[src/rtl/scsl_pkg.sv]
// package: register map, field positions, reset values and timing counts
package scsl_pkg;
   localparam logic [7:0]  SCSL_REG_OFFSET   = 8'hf4;
   localparam logic [2:0]  SCSL_FC_SUPER_DATA = 3'h5;
   localparam int          SCSL_IPA_BIT      = 27;
   localparam int          SCSL_HWT_BIT      = 26;
   localparam int          SCSL_WPV_BIT      = 25;
   localparam int          SCSL_ADC_BIT      = 24;
   localparam int          SCSL_WRITE_PROTECT_FAULT_ENABLE_BIT     = 20;
   localparam int          SCSL_SPLIT_BIT    = 19;
   localparam int          SCSL_EXTERNAL_MASTER_EXTRA_WAIT_BIT     = 18;
   localparam int          SCSL_DECODE_CONFLICT_FAULT_ENABLE_BIT     = 17;
   localparam int          SCSL_BUS_CLEAR_IRQ_MASK_BIT     = 16;
   localparam int          SCSL_SAM_BIT      = 12;
   localparam int          SCSL_WDEN_BIT     = 11;
   localparam int          SCSL_WDCN_LSB     = 8;
   // writable control bits 23..8; reserved 31..28 read zero
   localparam logic [31:0] SCSL_CTRL_MASK    = 32'h00ffff00;
   localparam logic [31:0] SCSL_FLAG_MASK    = 32'h0f000000;
   localparam logic [31:0] SCSL_RESET_VALUE  = 32'h00000800;
   localparam logic [1:0]  SCSL_ASYNC_WAITS  = 2'h3;
   localparam int          SCSL_WD_BASE_LOG2 = 7;
   localparam int          SCSL_WD_CNT_W     = 15;

   typedef enum logic [1:0] {SCSL_LK_IDLE, SCSL_LK_READ, SCSL_LK_WRITE} scsl_lock_t;
endpackage : scsl_pkg

[src/rtl/scsl_ev_if.sv]
// interface: event pulses and bus-error requests between watchdog and register bank
interface scsl_ev_if;
   logic wd_timeout;
   logic cycle_active;
   logic data_acknowledge_seen;
   logic enable;
   logic [2:0] count_sel;
   modport wdog (input cycle_active, input data_acknowledge_seen, input enable, input count_sel,
                 output wd_timeout);
   modport bank (output cycle_active, output data_acknowledge_seen, output enable, output count_sel,
                 input wd_timeout);
endinterface : scsl_ev_if

[src/rtl/scsl_bank.sv]
// system control word: event flags, control bits, bus error and arbiter steering
// What this block does
// - one 32-bit read/write control word with flags, control and watchdog bits.
// - word sits at fixed offset in supervisor data space, function code 5.
// - bits 27..24 are event flags set by hardware, readable any time.
// - writing one clears a flag, zero leaves it; several at once.
// - total reset (reset with halt) clears all four flags.
// - bit 27 sets while core has unmasked interrupt pending.
// - bit 26 sets on watchdog timeout; bus error every timeout.
// - bit 25 sets on write to read-only chip-select region.
// - bit 25 sets on every violation regardless of fault enable.
// - bit 24 sets when two or more chip selects assert together.
// - bit 20 set makes write-protect violations raise bus error; resets zero.
// - split bit zero: strobes held through locked cycle, waits on read only.
// - split bit one: strobes drop between portions, grant after write.
// - core locked signal blocks bus grants; split bit resets zero.
// - extra-wait bit adds one wait state on external-master cycles in sync mode only.
// - extra-wait clear: zero-wait internal sync, exact programmed chip waits.
// - bit 17 set makes decode conflicts raise bus error.
// - bit 16 set lets pending interrupt drive internal bus clear.
// - watchdog raises bus error and flag on unterminated cycle.
// - sync mode zero: external accesses take three wait states.
module scsl_bank
   import scsl_pkg::*;
(
   input  wire logic                   i_clock,
   input  wire logic                   i_srst,
   input  wire logic                   i_halt,
   input  wire logic                   i_reg_sel,
   input  wire logic [7:0]             i_reg_addr,
   input  wire logic [2:0]             i_function_code,
   input  wire logic                   i_reg_wr,
   input  wire logic                   i_reg_rd,
   input  wire logic [31:0]            i_reg_wdata,
   input  wire logic                   i_irq_pending_signal,
   input  wire logic                   i_write_protect_hit,
   input  wire logic [3:0]             i_chip_select_req,
   input  wire logic                   i_cycle_active,
   input  wire logic                   i_data_acknowledge,
   input  wire logic                   i_locked_cycle_signal,
   input  wire logic                   i_locked_write_phase,
   input  wire logic                   i_bus_request,
   input  wire logic                   i_external_master,
   input  wire logic [1:0]             i_programmed_waits,
   input  wire logic                   i_write_cycle,
   output logic [31:0]                 o_reg_rdata,
   output logic                        o_reg_ack,
   output logic                        o_bus_error,
   output logic                        o_bus_grant,
   output logic                        o_bus_clear,
   output logic                        o_address_strobe_hold,
   output logic [2:0]                  o_wait_states
);
   typedef struct packed {
      logic [31:0] word;
      logic [31:0] rdata;
      logic        ack;
      logic        bus_error;
      logic        grant;
      logic        bclear;
      logic        as_hold;
      logic [2:0]  waits;
      scsl_lock_t  lock;
      logic [3:0]  csr1;
      logic [3:0]  csr2;
      logic [3:0]  csr3;
   } scsl_bank_state_t;

   scsl_bank_state_t state;
   scsl_bank_state_t next_state;
   scsl_ev_if        ev ();

   function automatic logic multi_hot(input logic [3:0] v);
      return (v & (v - 4'h1)) != 4'h0;
   endfunction : multi_hot

   scsl_wdog u_wdog (
      .i_clock (i_clock),
      .i_srst  (i_srst),
      .ev      (ev)
   );

   assign ev.cycle_active = i_cycle_active;
   assign ev.data_acknowledge_seen   = i_data_acknowledge;
   assign ev.enable       = state.word[SCSL_WDEN_BIT];
   assign ev.count_sel    = state.word[SCSL_WDCN_LSB +: 3];

   ////////////////////////////////////////////////////////////////////////////////
   logic        hit;
   logic [31:0] set_ev;
   logic        conflict;
   logic [2:0]  base_waits;
   logic        split;

   always_comb begin
      next_state = state;
      // chip-select requests come from another clock region in a real chip
      next_state.csr1 = i_chip_select_req;
      next_state.csr2 = state.csr1;
      next_state.csr3 = state.csr2;
      split = state.word[SCSL_SPLIT_BIT];
      hit = i_reg_sel && (i_reg_addr == SCSL_REG_OFFSET)
            && (i_function_code == SCSL_FC_SUPER_DATA);
      conflict = multi_hot(state.csr3) && (state.csr3 == state.csr2);
      set_ev = '0;
      set_ev[SCSL_IPA_BIT] = i_irq_pending_signal;
      set_ev[SCSL_HWT_BIT] = ev.wd_timeout;
      set_ev[SCSL_WPV_BIT] = i_write_protect_hit;
      set_ev[SCSL_ADC_BIT] = conflict;
      next_state.ack = hit && (i_reg_wr || i_reg_rd);
      next_state.rdata = state.rdata;
      if (hit && i_reg_rd) begin
         next_state.rdata = state.word & (SCSL_CTRL_MASK | SCSL_FLAG_MASK);
      end
      if (hit && i_reg_wr) begin
         next_state.word = (state.word & SCSL_FLAG_MASK & ~i_reg_wdata)
                           | (i_reg_wdata & SCSL_CTRL_MASK);
      end
      // a hardware set in the same cycle as a clear wins
      next_state.word = next_state.word | set_ev;
      next_state.bus_error = ev.wd_timeout
         || (i_write_protect_hit && state.word[SCSL_WRITE_PROTECT_FAULT_ENABLE_BIT])
         || (conflict && state.word[SCSL_DECODE_CONFLICT_FAULT_ENABLE_BIT]);
      next_state.bclear = state.word[SCSL_BUS_CLEAR_IRQ_MASK_BIT] && i_irq_pending_signal;
      case (state.lock)
         SCSL_LK_IDLE: begin
            if (i_locked_cycle_signal) begin
               next_state.lock = SCSL_LK_READ;
            end
         end
         SCSL_LK_READ: begin
            if (!i_locked_cycle_signal) begin
               next_state.lock = SCSL_LK_IDLE;
            end else if (i_locked_write_phase) begin
               next_state.lock = SCSL_LK_WRITE;
            end
         end
         SCSL_LK_WRITE: begin
            if (!i_locked_cycle_signal) begin
               next_state.lock = SCSL_LK_IDLE;
            end
         end
         default: begin
            next_state.lock = SCSL_LK_IDLE;
         end
      endcase
      // strobes held through the whole locked cycle unless split is on
      next_state.as_hold = (next_state.lock != SCSL_LK_IDLE) && !split;
      // the locked signal holds off grants until the write ends
      next_state.grant = i_bus_request && !i_locked_cycle_signal
                         && !next_state.bclear;
      if (split) begin
         next_state.grant = next_state.grant && (state.lock == SCSL_LK_IDLE);
      end
      if (i_external_master && !state.word[SCSL_SAM_BIT]) begin
         base_waits = {1'b0, SCSL_ASYNC_WAITS};
      end else if (i_external_master && !i_reg_sel) begin
         base_waits = {1'b0, i_programmed_waits};
      end else if (i_external_master) begin
         base_waits = 3'h0;
      end else begin
         base_waits = {1'b0, i_programmed_waits};
      end
      // locked write portion gets waits only when split is on
      if (i_locked_cycle_signal && i_write_cycle && !split) begin
         base_waits = 3'h0;
      end
      next_state.waits = base_waits + {2'h0, i_external_master && state.word[SCSL_SAM_BIT]
                         && state.word[SCSL_EXTERNAL_MASTER_EXTRA_WAIT_BIT]};
   end

   ////////////////////////////////////////////////////////////////////////////////
   always_ff @(posedge i_clock) begin
      if (i_srst) begin
         state <= '0;
         // plain reset keeps flags; only reset with halt clears them
         state.word <= SCSL_RESET_VALUE;
         if (!i_halt) begin
            state.word[SCSL_IPA_BIT:SCSL_ADC_BIT] <= next_state.word[SCSL_IPA_BIT:SCSL_ADC_BIT];
         end
      end else begin
         state <= next_state;
      end
   end

   assign o_reg_rdata           = state.rdata;
   assign o_reg_ack             = state.ack;
   assign o_bus_error           = state.bus_error;
   assign o_bus_grant           = state.grant;
   assign o_bus_clear           = state.bclear;
   assign o_address_strobe_hold = state.as_hold;
   assign o_wait_states         = state.waits;

   ////////////////////////////////////////////////////////////////////////////////
   // event flags and bus error
   chk_flag_set_wins: assert property (@(posedge i_clock) disable iff (i_srst)
      i_irq_pending_signal |=> state.word[SCSL_IPA_BIT])
      else $error("irq flag not set");

   chk_wd_bus_error: assert property (@(posedge i_clock) disable iff (i_srst)
      ev.wd_timeout |=> o_bus_error && state.word[SCSL_HWT_BIT])
      else $error("timeout without bus error");

   chk_wpv_bus_error: assert property (@(posedge i_clock) disable iff (i_srst)
      i_write_protect_hit |=> o_bus_error == $past(state.word[SCSL_WRITE_PROTECT_FAULT_ENABLE_BIT]) || $past(ev.wd_timeout)
         || $past(conflict))
      else $error("write protect bus error wrong");

   chk_wpv_flag: assert property (@(posedge i_clock) disable iff (i_srst)
      i_write_protect_hit |=> state.word[SCSL_WPV_BIT])
      else $error("write protect flag missing");

   chk_bus_error_quiet: assert property (@(posedge i_clock) disable iff (i_srst)
      !ev.wd_timeout && !conflict && !(i_write_protect_hit && state.word[SCSL_WRITE_PROTECT_FAULT_ENABLE_BIT])
      |=> !o_bus_error)
      else $error("bus error without cause");

   chk_adc_flag: assert property (@(posedge i_clock) disable iff (i_srst)
      conflict |=> state.word[SCSL_ADC_BIT])
      else $error("conflict flag missing");

   chk_adc_bus_error: assert property (@(posedge i_clock) disable iff (i_srst)
      conflict && state.word[SCSL_DECODE_CONFLICT_FAULT_ENABLE_BIT] |=> o_bus_error)
      else $error("conflict bus error missing");

   chk_w1c_clear: assert property (@(posedge i_clock) disable iff (i_srst)
      hit && i_reg_wr && i_reg_wdata[SCSL_ADC_BIT] && !conflict |=> !state.word[SCSL_ADC_BIT])
      else $error("flag not cleared");

   chk_ipa_clear: assert property (@(posedge i_clock) disable iff (i_srst)
      hit && i_reg_wr && i_reg_wdata[SCSL_IPA_BIT] && !i_irq_pending_signal
      |=> !state.word[SCSL_IPA_BIT])
      else $error("irq flag not cleared");

   chk_flag_keep: assert property (@(posedge i_clock) disable iff (i_srst)
      hit && i_reg_wr && !i_reg_wdata[SCSL_IPA_BIT] && state.word[SCSL_IPA_BIT]
      |=> state.word[SCSL_IPA_BIT])
      else $error("flag lost on zero write");

   // register access
   chk_reserved_zero: assert property (@(posedge i_clock) disable iff (i_srst)
      o_reg_rdata[31:28] == 4'h0)
      else $error("reserved bits nonzero");

   chk_reserved_held: assert property (@(posedge i_clock) disable iff (i_srst)
      state.word[31:28] == 4'h0)
      else $error("reserved bits stored");

   chk_ack_hit: assert property (@(posedge i_clock) disable iff (i_srst)
      hit && (i_reg_wr || i_reg_rd) |=> o_reg_ack)
      else $error("access not acknowledged");

   chk_ack_miss: assert property (@(posedge i_clock) disable iff (i_srst)
      !hit |=> !o_reg_ack)
      else $error("refused access acknowledged");

   chk_rdata_word: assert property (@(posedge i_clock) disable iff (i_srst)
      hit && i_reg_rd |=> o_reg_rdata == ($past(state.word) & (SCSL_CTRL_MASK | SCSL_FLAG_MASK)))
      else $error("read data wrong");

   chk_ctrl_write: assert property (@(posedge i_clock) disable iff (i_srst)
      hit && i_reg_wr |=> state.word[23:8] == $past(i_reg_wdata[23:8]))
      else $error("control bits not written");

   // arbiter steering and strobes
   chk_lock_no_grant: assert property (@(posedge i_clock) disable iff (i_srst)
      i_locked_cycle_signal |=> !o_bus_grant)
      else $error("grant during locked cycle");

   chk_split_grant: assert property (@(posedge i_clock) disable iff (i_srst)
      state.word[SCSL_SPLIT_BIT] && state.lock != SCSL_LK_IDLE |=> !o_bus_grant)
      else $error("grant before locked write ends");

   chk_split_hold: assert property (@(posedge i_clock) disable iff (i_srst)
      state.word[SCSL_SPLIT_BIT] |=> !o_address_strobe_hold)
      else $error("strobe held with split on");

   chk_hold_locked: assert property (@(posedge i_clock) disable iff (i_srst)
      !state.word[SCSL_SPLIT_BIT] && i_locked_cycle_signal |=> o_address_strobe_hold)
      else $error("strobe not held in locked cycle");

   chk_bclear_mask: assert property (@(posedge i_clock) disable iff (i_srst)
      !state.word[SCSL_BUS_CLEAR_IRQ_MASK_BIT] && !$past(state.word[SCSL_BUS_CLEAR_IRQ_MASK_BIT]) |-> !o_bus_clear)
      else $error("bus clear while masked");

   chk_bclear_on: assert property (@(posedge i_clock) disable iff (i_srst)
      state.word[SCSL_BUS_CLEAR_IRQ_MASK_BIT] && i_irq_pending_signal |=> o_bus_clear)
      else $error("bus clear missing");

   // wait states
   chk_async_waits: assert property (@(posedge i_clock) disable iff (i_srst)
      i_external_master && !state.word[SCSL_SAM_BIT] && !(i_locked_cycle_signal && i_write_cycle)
      |=> o_wait_states == 3'h3)
      else $error("async wait count wrong");

   chk_external_master_extra_wait_wait: assert property (@(posedge i_clock) disable iff (i_srst)
      i_external_master && state.word[SCSL_SAM_BIT] && state.word[SCSL_EXTERNAL_MASTER_EXTRA_WAIT_BIT]
      |=> o_wait_states != 3'h0)
      else $error("extra wait state missing");

   chk_sync_int_wait: assert property (@(posedge i_clock) disable iff (i_srst)
      i_external_master && state.word[SCSL_SAM_BIT] && !state.word[SCSL_EXTERNAL_MASTER_EXTRA_WAIT_BIT] && i_reg_sel
      |=> o_wait_states == 3'h0)
      else $error("sync internal access waited");

   chk_cs_wait: assert property (@(posedge i_clock) disable iff (i_srst)
      i_external_master && state.word[SCSL_SAM_BIT] && !state.word[SCSL_EXTERNAL_MASTER_EXTRA_WAIT_BIT] && !i_reg_sel
      && !(i_locked_cycle_signal && i_write_cycle)
      |=> o_wait_states == {1'b0, $past(i_programmed_waits)})
      else $error("chip select wait count wrong");
endmodule : scsl_bank

[src/rtl/scsl_wdog.sv]
// bus watchdog: times an unterminated bus cycle
module scsl_wdog
   import scsl_pkg::*;
(
   input  wire logic i_clock,
   input  wire logic i_srst,
   scsl_ev_if.wdog   ev
);
   typedef struct packed {
      logic [SCSL_WD_CNT_W-1:0] count;
      logic                     timeout;
   } scsl_wd_state_t;

   scsl_wd_state_t state;
   scsl_wd_state_t next_state;
   logic [SCSL_WD_CNT_W-1:0] limit;

   always_comb begin
      limit = SCSL_WD_CNT_W'((32'h1 << (SCSL_WD_BASE_LOG2 + int'(ev.count_sel))) - 32'h1);
      next_state = state;
      next_state.timeout = 1'b0;
      if (!ev.cycle_active || ev.data_acknowledge_seen || !ev.enable) begin
         next_state.count = '0;
      end else if (state.count == limit) begin
         // restart so a stuck cycle keeps raising bus errors
         next_state.timeout = 1'b1;
         next_state.count = '0;
      end else begin
         next_state.count = state.count + 1'b1;
      end
   end

   always_ff @(posedge i_clock) begin
      if (i_srst) begin
         state <= '0;
      end else begin
         state <= next_state;
      end
   end

   assign ev.wd_timeout = state.timeout;

   chk_wd_no_early: assert property (@(posedge i_clock) disable iff (i_srst)
      $rose(ev.cycle_active) && ev.enable |-> !ev.wd_timeout[*8])
      else $error("watchdog fired too early");
endmodule : scsl_wdog

[config.mk]
export PLATFORM = sky130hd
export DESIGN_NAME = scsl_bank
export DESIGN_NICKNAME = d
export VERILOG_FILES = /design/src/rtl/scsl_pkg.sv /design/src/rtl/scsl_ev_if.sv /design/src/rtl/scsl_bank.sv /design/src/rtl/scsl_wdog.sv
export SDC_FILE = /design/constraint.sdc
export NUM_CORES = 1
export LEC_CHECK = 0
export BUFFER_PORTS_ARGS = -buffer_cell sky130_fd_sc_hd__buf_4
export CAP_MARGIN = 20
export CORE_UTILIZATION = 40
export DETAILED_ROUTE_END_ITERATION = 12
export GPL_ROUTABILITY_DRIVEN = 1
export PLACE_DENSITY = 0.69
export RECOVER_POWER = 25
export SLEW_MARGIN = 10
export SYNTH_ARGS = -nofsm -noshare
export SYNTH_HDL_FRONTEND = slang
export SYNTH_SLANG_ARGS = --single-unit
[constraint.sdc]
create_clock -name i_clock -period 2.5 [get_ports i_clock]
set_clock_uncertainty 0.2 [all_clocks]
set_input_delay 0.625 -clock i_clock [delete_from_list [all_inputs] [get_ports i_clock]]
set_output_delay 0.625 -clock i_clock [all_outputs]
set_load 0.01 [all_outputs]
# == After elaboration in Yosys (flattened, before gate mapping) ==
# Index checks and enable logic that the tools add are counted.
# Widths: inputs -> output; s select.
# op_classes
addsub,5
multipliers,0
n_div,0
n_lt_le_gt_ge,0
eq_ne,6
shift,1
mux,15
bitwise_logic,5
reduce_logical,36
# ops
operator,n
$mux 82,1
$and 28x32->32,1
$mux 32,1
$not 32->32,1
$or 32x24->32,1
$or 32x28->32,1
$shl 1x32->15 const A,1
$mux 28,1
$logic_and 1x1->1,19
$add 15x1->15 const B,1
$eq 15x15->1,1
$sub 15x1->15 const B,1
$mux 2,7
$eq 8x8->1 const B,1
$logic_not 1->1,7
$pmux 2 s3,1
$logic_or 1x1->1,5
$add 3x3->4 const A,1
$and 4x4->4,1
$eq 4x4->1,1
$mux 4,1
$reduce_bool 4->1,1
$sub 4x1->4 const B,1
$add 3x1->3,1
9 further kinds,10
# totals
reg_bits,90
latchBits,0
ramBits,0
mem_bits_ro,0
in_bits,64
out_inout_bits,40
elab_cells,83
n_memories,0

# == Depth between registers and ports, before layout ==
# Gate-level depths: netlist of run 1.
# depth
word_depth,8
mapped_depth,9

# == Cells and area by module ==
# Synthesis of run 1 repeated with hierarchy kept, for this count alone.
# unflattened
hier_cells,364
hier_area_um2,3348.2
# by_module_without_submodules
module,instances,cells_per_inst,area_per_inst_um2,seq_area_each_um2
scsl_bank,1,270,2513.7,1241.2
scsl_wdog,1,94,834.6,320.3

# == Least setup slack after synthesis of run 1 ==
# No wires, ideal clock.
# synth_path
path_type,input port to flip-flop
start,input i_reg_addr[1]
end,"register state, in the netlist o_reg_rdata[12]"
setup_ns,0.128
arrival_ns,1.938
setup_slack_ns,0.234
cell_stages,6
path_cell_list,or4b_1 -> nor3_2 -> nand2_1 -> buf_2 -> mux2i_1 -> nor2_1
# synth_via
elab_chain_cells,4
# synth_lines
item,line_no,rtl
from (decl),scsl_bank.sv:30,"input wire logic [7:0] i_reg_addr,"
$eq 8x8->1,scsl_bank.sv:102,hit = i_reg_sel && (i_reg_addr == SCSL_REG_OFFSET)
$logic_and 1x1->1,scsl_bank.sv:102,
$logic_and 1x1->1,scsl_bank.sv:103,&& (i_function_code == SCSL_FC_SUPER_DATA);
$logic_and 1x1->1,scsl_bank.sv:112,if (hit && i_reg_rd) begin
to (signal assigned),scsl_bank.sv:182,state <= next_state;
to (decl),scsl_bank.sv:69,scsl_bank_state_t state;
# No other way between the ends.
# A chain may end at the register's enable or synchronous reset.

==> results.json, run 1 <==
{
  "outcome": "finished clean",
  "grt_pass1_wl_um": 11100,
  "synth_top_area_share_pct": 45.7,
  "hold_violations": 0,
  "synth.avg_cell_area_um2": 8.71,
  "core_mm2": 0.00826,
  "slew_headroom_pct": 20.0,
  "drv_cap": 0,
  "max_freq_mhz": 463,
  "clkSlewWorstSetupHoldPaths_ns": 0.08,
  "avgViaCountPerCell": 4.77,
  "diodes": 0,
  "worstPathRequired_ns": 2.60,
  "synth-edff-count": 0,
  "clock-root-buffer": "clkbuf_8",
  "totalPowerFinal_mw": 2.32,
  "synthToLayoutAreaGrowth_pct": 19.3,
  "period_needed_ns": 2.16,
  "hold_depth": 1,
  "peakVddDrop_mv": 0.215,
  "syn_inst": 392,
  "mostFrequentLayoutCells": "79 x buf_4, 78 x dfxtp_1, 58 x nand2_1",
  "period_share_pct": 86.4,
  "layout_commonest_cell": "buf_4",
  "pin_count": 104,
  "grt_pass1_vias": 2430,
  "postCtsSetupBuffers": 0,
  "hp-class": "reg2reg",
  "endpoint_kind": "register",
  "grt-ovfl-total": 0,
  "first_pass_iters": 4,
  "whs_ns": 0.248,
  "cellPowerDensity_mw_per_mm2": 570,
  "fill_cells": 792,
  "rr_worst_depth": 7,
  "vias": 2663,
  "rows": 33,
  "ys_seq_area_share_pct": 45.7,
  "antenna_left": 0,
  "clockBufferDepth": 2,
  "numCtsBuffers": 9,
  "start_util_pct": 41.4,
  "ys_seq_elements": 78,
  "drive_gt1_share_pct": 22.1,
  "fin_nets": 517,
  "drt-initial-drc-count": 145,
  "synthArstFlopShare_pct": 0,
  "crit_type": "reg2reg",
  "finalMaxSlewViolations": 0,
  "cts-resized-gates": 0,
  "synth_ff_type": "dfxtp_1",
  "cts_tree": "done",
  "io_buffers": 79,
  "power_leakage_nw": 1.82,
  "path_max_fanout": 12,
  "gp_congestion": 0.857,
  "grt_max_degree": 37,
  "die_h_um": 94.4,
  "antenna_found_initial": 0,
  "synthesis.area_mm2": 0.00342,
  "cp_data_arrival_time_ns": 2.26,
  "synthTopCellsByArea": "dfxtp_1 46%, buf_4 7.7%, nand2_1 6.4%, mux2i_1 5.3%, nor2_1 5.2%",
  "fp.dieArea_mm2": 0.00891,
  "drc": 0,
  "h-tree-depth": 3,
  "setup-violations-final": 0,
  "clock_latency_ns": 0.35,
  "synth.largest_area_cell": "dfxtp_1",
  "wl_per_cell_um": 12.4,
  "synth_cell_type_count": 48,
  "dp_hpwl_um": 4890,
  "critPathLaunchType": "register",
  "grt_util_all_layers_pct": 16.5,
  "holdBufCountCts": 0,
  "rsz0062_at_grt": "no",
  "finalWirelength_um": 6900,
  "yosys_warnings": 0,
  "worst_slew_pin_slew_ns": 1.20,
  "die_w_um": 94.4,
  "cts_sinks": 78,
  "finalSetupTns_ns": 0
}
## Yosys cell counts, types with 4 or more instances
master / n
mux2i_1: 18
a31oi_1: 4
a21oi_1: 30
inv_1: 6
nor2_1: 47
buf_4: 35
nor2b_1: 17
xor2_1: 10
dfxtp_1: 78
o21ai_0: 5
xnor2_1: 7
nand2_1: 58
nand3_1: 6
nor3b_1: 4
buf_2: 6
clkbuf_1: 9
and3_1: 4
ha_1: 4
nand4_1: 4
## metrics by stage
step | utilization [%] | cell area, um^2 | setup slack [ns] | instances
6_report | 49.3 | 4080 | 0.340 | 558
5_1_grt | 49.3 | 4080 | 0.0985 | 558
4_1_cts | 49.7 | 4100 | 0.352 | 558
3_5_place_dp | 47.4 | 3910 | 0.00674 | 543
3_3_place_gp | 47.4 | 3910 | 0.0704 | 543
2_1_floorplan | - | 3460 | 0.234 | 404
## area by class of cell
cell class | instances | area [um^2] | share of cell area (%)
sequential | 78 | 1560 | 38.3
multi-input combinational | 266 | 1510 | 37.1
timing repair buffer | 88 | 661 | 16.2
tap | 105 | 131 | 3.22
clock buffer | 10 | 128 | 3.13
clock inverter | 5 | 60.1 | 1.47
inverter | 6 | 22.5 | 0.553
## where the power goes
group	switching [mW]	total [mW]	internal, mW
clock	0.461	0.921	0.459
sequential	0.00866	1.27	1.26
combinational	0.0577	0.134	0.0762
total	0.528	2.32	1.79
## cells by family (layout without fill, tap and decap cells)
kind of cell	Yosys count	count (layout)	share of synthesized area, %
flops	78	78	45.7
compound gates	54	54	9.38
buf+inv	60	109	11.5
simple gates	159	159	22.1
other cells	2	14	0.220
mux	18	18	5.27
fa+ha+maj	4	4	1.47
xor+xnor	17	17	4.36
## layer usage
layer / GRT usage, % / wire length, um / up-vias
met4: 7.31 / 112 / 0
li1: - / - / 1368
met5: 0 / 0 / -
met3: 4.67 / 404 / 11
met2: 26.2 / 3130 / 79
met1: 20.7 / 3250 / 1205
## critical path, cell delays in order (launching register included)
cell and delay [ns]:
dfxtp_1 0.53, inv_1 0.14, a211oi_1 0.23, a31oi_1 0.07, a2111oi_0 0.36, and4b_1 0.28
buf_4 0.16, and2_2 0.13
## final timing paths
path                                             end     startpoint  slack (ns)
worst min register to register         next_state[2]  next_state[6]        0.25
worst max-delay path            u_wdog.ev.wd_timeout       register        0.34
worst min-delay path                   next_state[2]  next_state[6]        0.25
worst max register to register  u_wdog.ev.wd_timeout       register        0.34
No activity file was read; power rests on OpenSTA's default activity.
==> run 2, diff against run 1 <==
--- a/config.mk
+++ b/config.mk
@@ -12,4 +12,6 @@
 export GPL_ROUTABILITY_DRIVEN = 1
+export MAX_ROUTING_LAYER = met4
 export PLACE_DENSITY = 0.69
 export RECOVER_POWER = 25
+export SETUP_SLACK_MARGIN = 0.15
 export SLEW_MARGIN = 10
==> constraint.sdc (replaced) <==
create_clock -name i_clock -period 2.5 [get_ports i_clock]
set_clock_uncertainty 0.2 [all_clocks]
set_input_delay 0.25 -clock i_clock [delete_from_list [all_inputs] [get_ports i_clock]]
set_output_delay 0.25 -clock i_clock [all_outputs]
set_load 0.01 [all_outputs]
==> results.json, run 2 (same netlist as run 1, synthesis figures left out) <==
{
  "drive_gt1_share_pct": 20.4,
  "power_leakage_nw": 1.90,
  "hold_start": "i_locked_cycle_signal",
  "cp_data_arrival_time_ns": 2.33,
  "outcome": "finished clean",
  "dp_hpwl_um": 4960,
  "clock-root-buffer": "clkbuf_8",
  "h-tree-depth": 3,
  "diodes": 0,
  "finalWirelength_um": 7340,
  "drt-initial-drc-count": 103,
  "rr_worst_depth": 7,
  "finalSetupTns_ns": 0,
  "p_sw_share_pct": 22.5,
  "peakVddDrop_mv": 0.206,
  "worstPathRequired_ns": 2.53,
  "antenna_found_initial": 0,
  "cellPowerDensity_mw_per_mm2": 531,
  "crit_type": "in2reg",
  "p_seq_share_pct": 55.7,
  "grt_pass1_vias": 2557,
  "core_mm2": 0.00826,
  "hp-class": "in2reg",
  "setup-violations-final": 0,
  "worst_slew_pin_slew_ns": 1.19,
  "finalMaxSlewViolations": 0,
  "mostFrequentLayoutCells": "77 x dfxtp_1, 75 x buf_4, 58 x nand2_1",
  "clockBufferDepth": 2,
  "fin_area_mm2": 0.00429,
  "clock_latency_ns": 0.35,
  "cp_slowest_cell": "dlygate4sd3_1",
  "cts_tree": "done",
  "die_h_um": 94.4,
  "cts_sinks": 78,
  "path_max_fanout": 17,
  "slew_headroom_pct": 20.8,
  "crit_chain": "buf_4 -> or4b_1 -> nor3_2 -> and2_4 -> buf_12 -> nand2_1 -> a21oi_1 -> a21oi_1 -> dlygate4sd3_1",
  "fp.dieArea_mm2": 0.00891,
  "grt_util_all_layers_pct": 17.8,
  "max_freq_mhz": 435,
  "period_share_pct": 92.0,
  "pin_count": 104,
  "critPathLaunchType": "input pin",
  "vias": 2785,
  "period_needed_ns": 2.30,
  "layout_commonest_cell": "dfxtp_1",
  "grt_max_degree": 62,
  "cell_internal_pwr_mw": 1.76,
  "grt_pass1_wl_um": 11800,
  "rrSetupSlack_ns": 0.50,
  "r2r-end": "u_wdog.ev.wd_timeout",
  "min_to": "state[13]",
  "drc": 0,
  "crit_top_cell": "a21oi_1",
  "start_util_pct": 41.4,
  "rsz0062_at_grt": "yes",
  "numCtsBuffers": 9,
  "hold_depth": 3,
  "first_pass_iters": 4,
  "synthToLayoutAreaGrowth_pct": 25.5,
  "wl_per_cell_um": 12.6,
  "drv_cap": 0,
  "clkSlewWorstSetupHoldPaths_ns": 0.08,
  "antenna_left": 0,
  "comb_power_share_pct": 7.2,
  "fin_nets": 541,
  "power.switching_uw": 511,
  "die_w_um": 94.4,
  "rows": 33,
  "avgViaCountPerCell": 4.79,
  "clockPowerShare_pct": 37.0,
  "endpoint_kind": "register",
  "place_area_mm2": 0.00388,
  "hold_violations": 0,
  "whs_ns": 0.0232,
  "critPathMaxStageDelay_ns": 0.60,
  "grt-ovfl-total": 0,
  "io_buffers": 79,
  "gp_congestion": 0.873
}
-- run 2: changes by cell type in the layout (fill, tap and decap cells not counted), sizes merged --
cell         change
inv              -1
bufinv           -1
dlygate4sd3     +26
clkbuf           +4
buf              -5
-- run 2: worst max-delay path by stage --
stage / start / end / cells after the start
finish: i_reg_addr[1] / state[79] / 9
global route: i_reg_addr[1] / state[79] / 9
CTS: i_reg_addr[1] / state[79] / 9
detailed placement: i_reg_addr[1] / state[80] / 8
global placement: register / u_wdog.ev.wd_timeout / 7
floorplan: i_reg_addr[1] / o_reg_rdata[12] / 6
-- run 2: metal layers --
metal | part of all wire [%] | global-route usage [%] | vias up
met5 | 0 | - | -
met4 | 1.6 | 6.54 | 0
met3 | 5.1 | 4.19 | 10
met2 | 48 | 29.9 | 85
met1 | 45 | 20.7 | 1277
li1 | - | - | 1413
-- run 2: stage by stage --
step	util (%)	setup WS (ns)	total power, mW	std cells
floorplan	-	0.609	1.37	404
global placement	47.0	0.399	1.43	541
detailed placement	47.0	0.343	1.43	541
CTS	52.3	0.198	2.31	581
global route	51.9	0.111	2.37	581
finish	51.9	0.201	2.27	581
-- run 2: area by class of cell --
| cell class | instances | area [um^2] |
|---|---|---|
| Fill cell | 766 | 3970 |
| Sequential cell | 78 | 1560 |
| Multi-Input combinational cell | 266 | 1510 |
| Timing Repair Buffer | 112 | 882 |
| Clock inverter | 3 | 21.3 |
| Tap cell | 105 | 131 |
| Clock buffer | 11 | 151 |
| Inverter | 6 | 22.5 |
-- run 2: worst max-delay path, delay by kind of cell --
kind	cells	cell delay, ns
buffers and inverters	3	0.85
AO/OA/AOI/OAI	2	0.20
AND/OR/NAND/NOR	4	1.02
-- run 2: power groups by stage --
stage               registers (mW)  clock network (mW)  logic (mW)
global route                  1.27               0.922       0.180
detailed placement            1.30                   0       0.134
CTS                           1.27               0.872       0.168
finish                        1.27               0.842       0.165
floorplan                     1.29                   0      0.0721
global placement              1.30                   0       0.132
-- run 2: repair_timing --
action	in CTS	in global routing
hold buffers	26	0
endpoints found under the hold margin	29	0
resized for setup	0	2
setup buffers	0	0
setup endpoints to repair	0	9
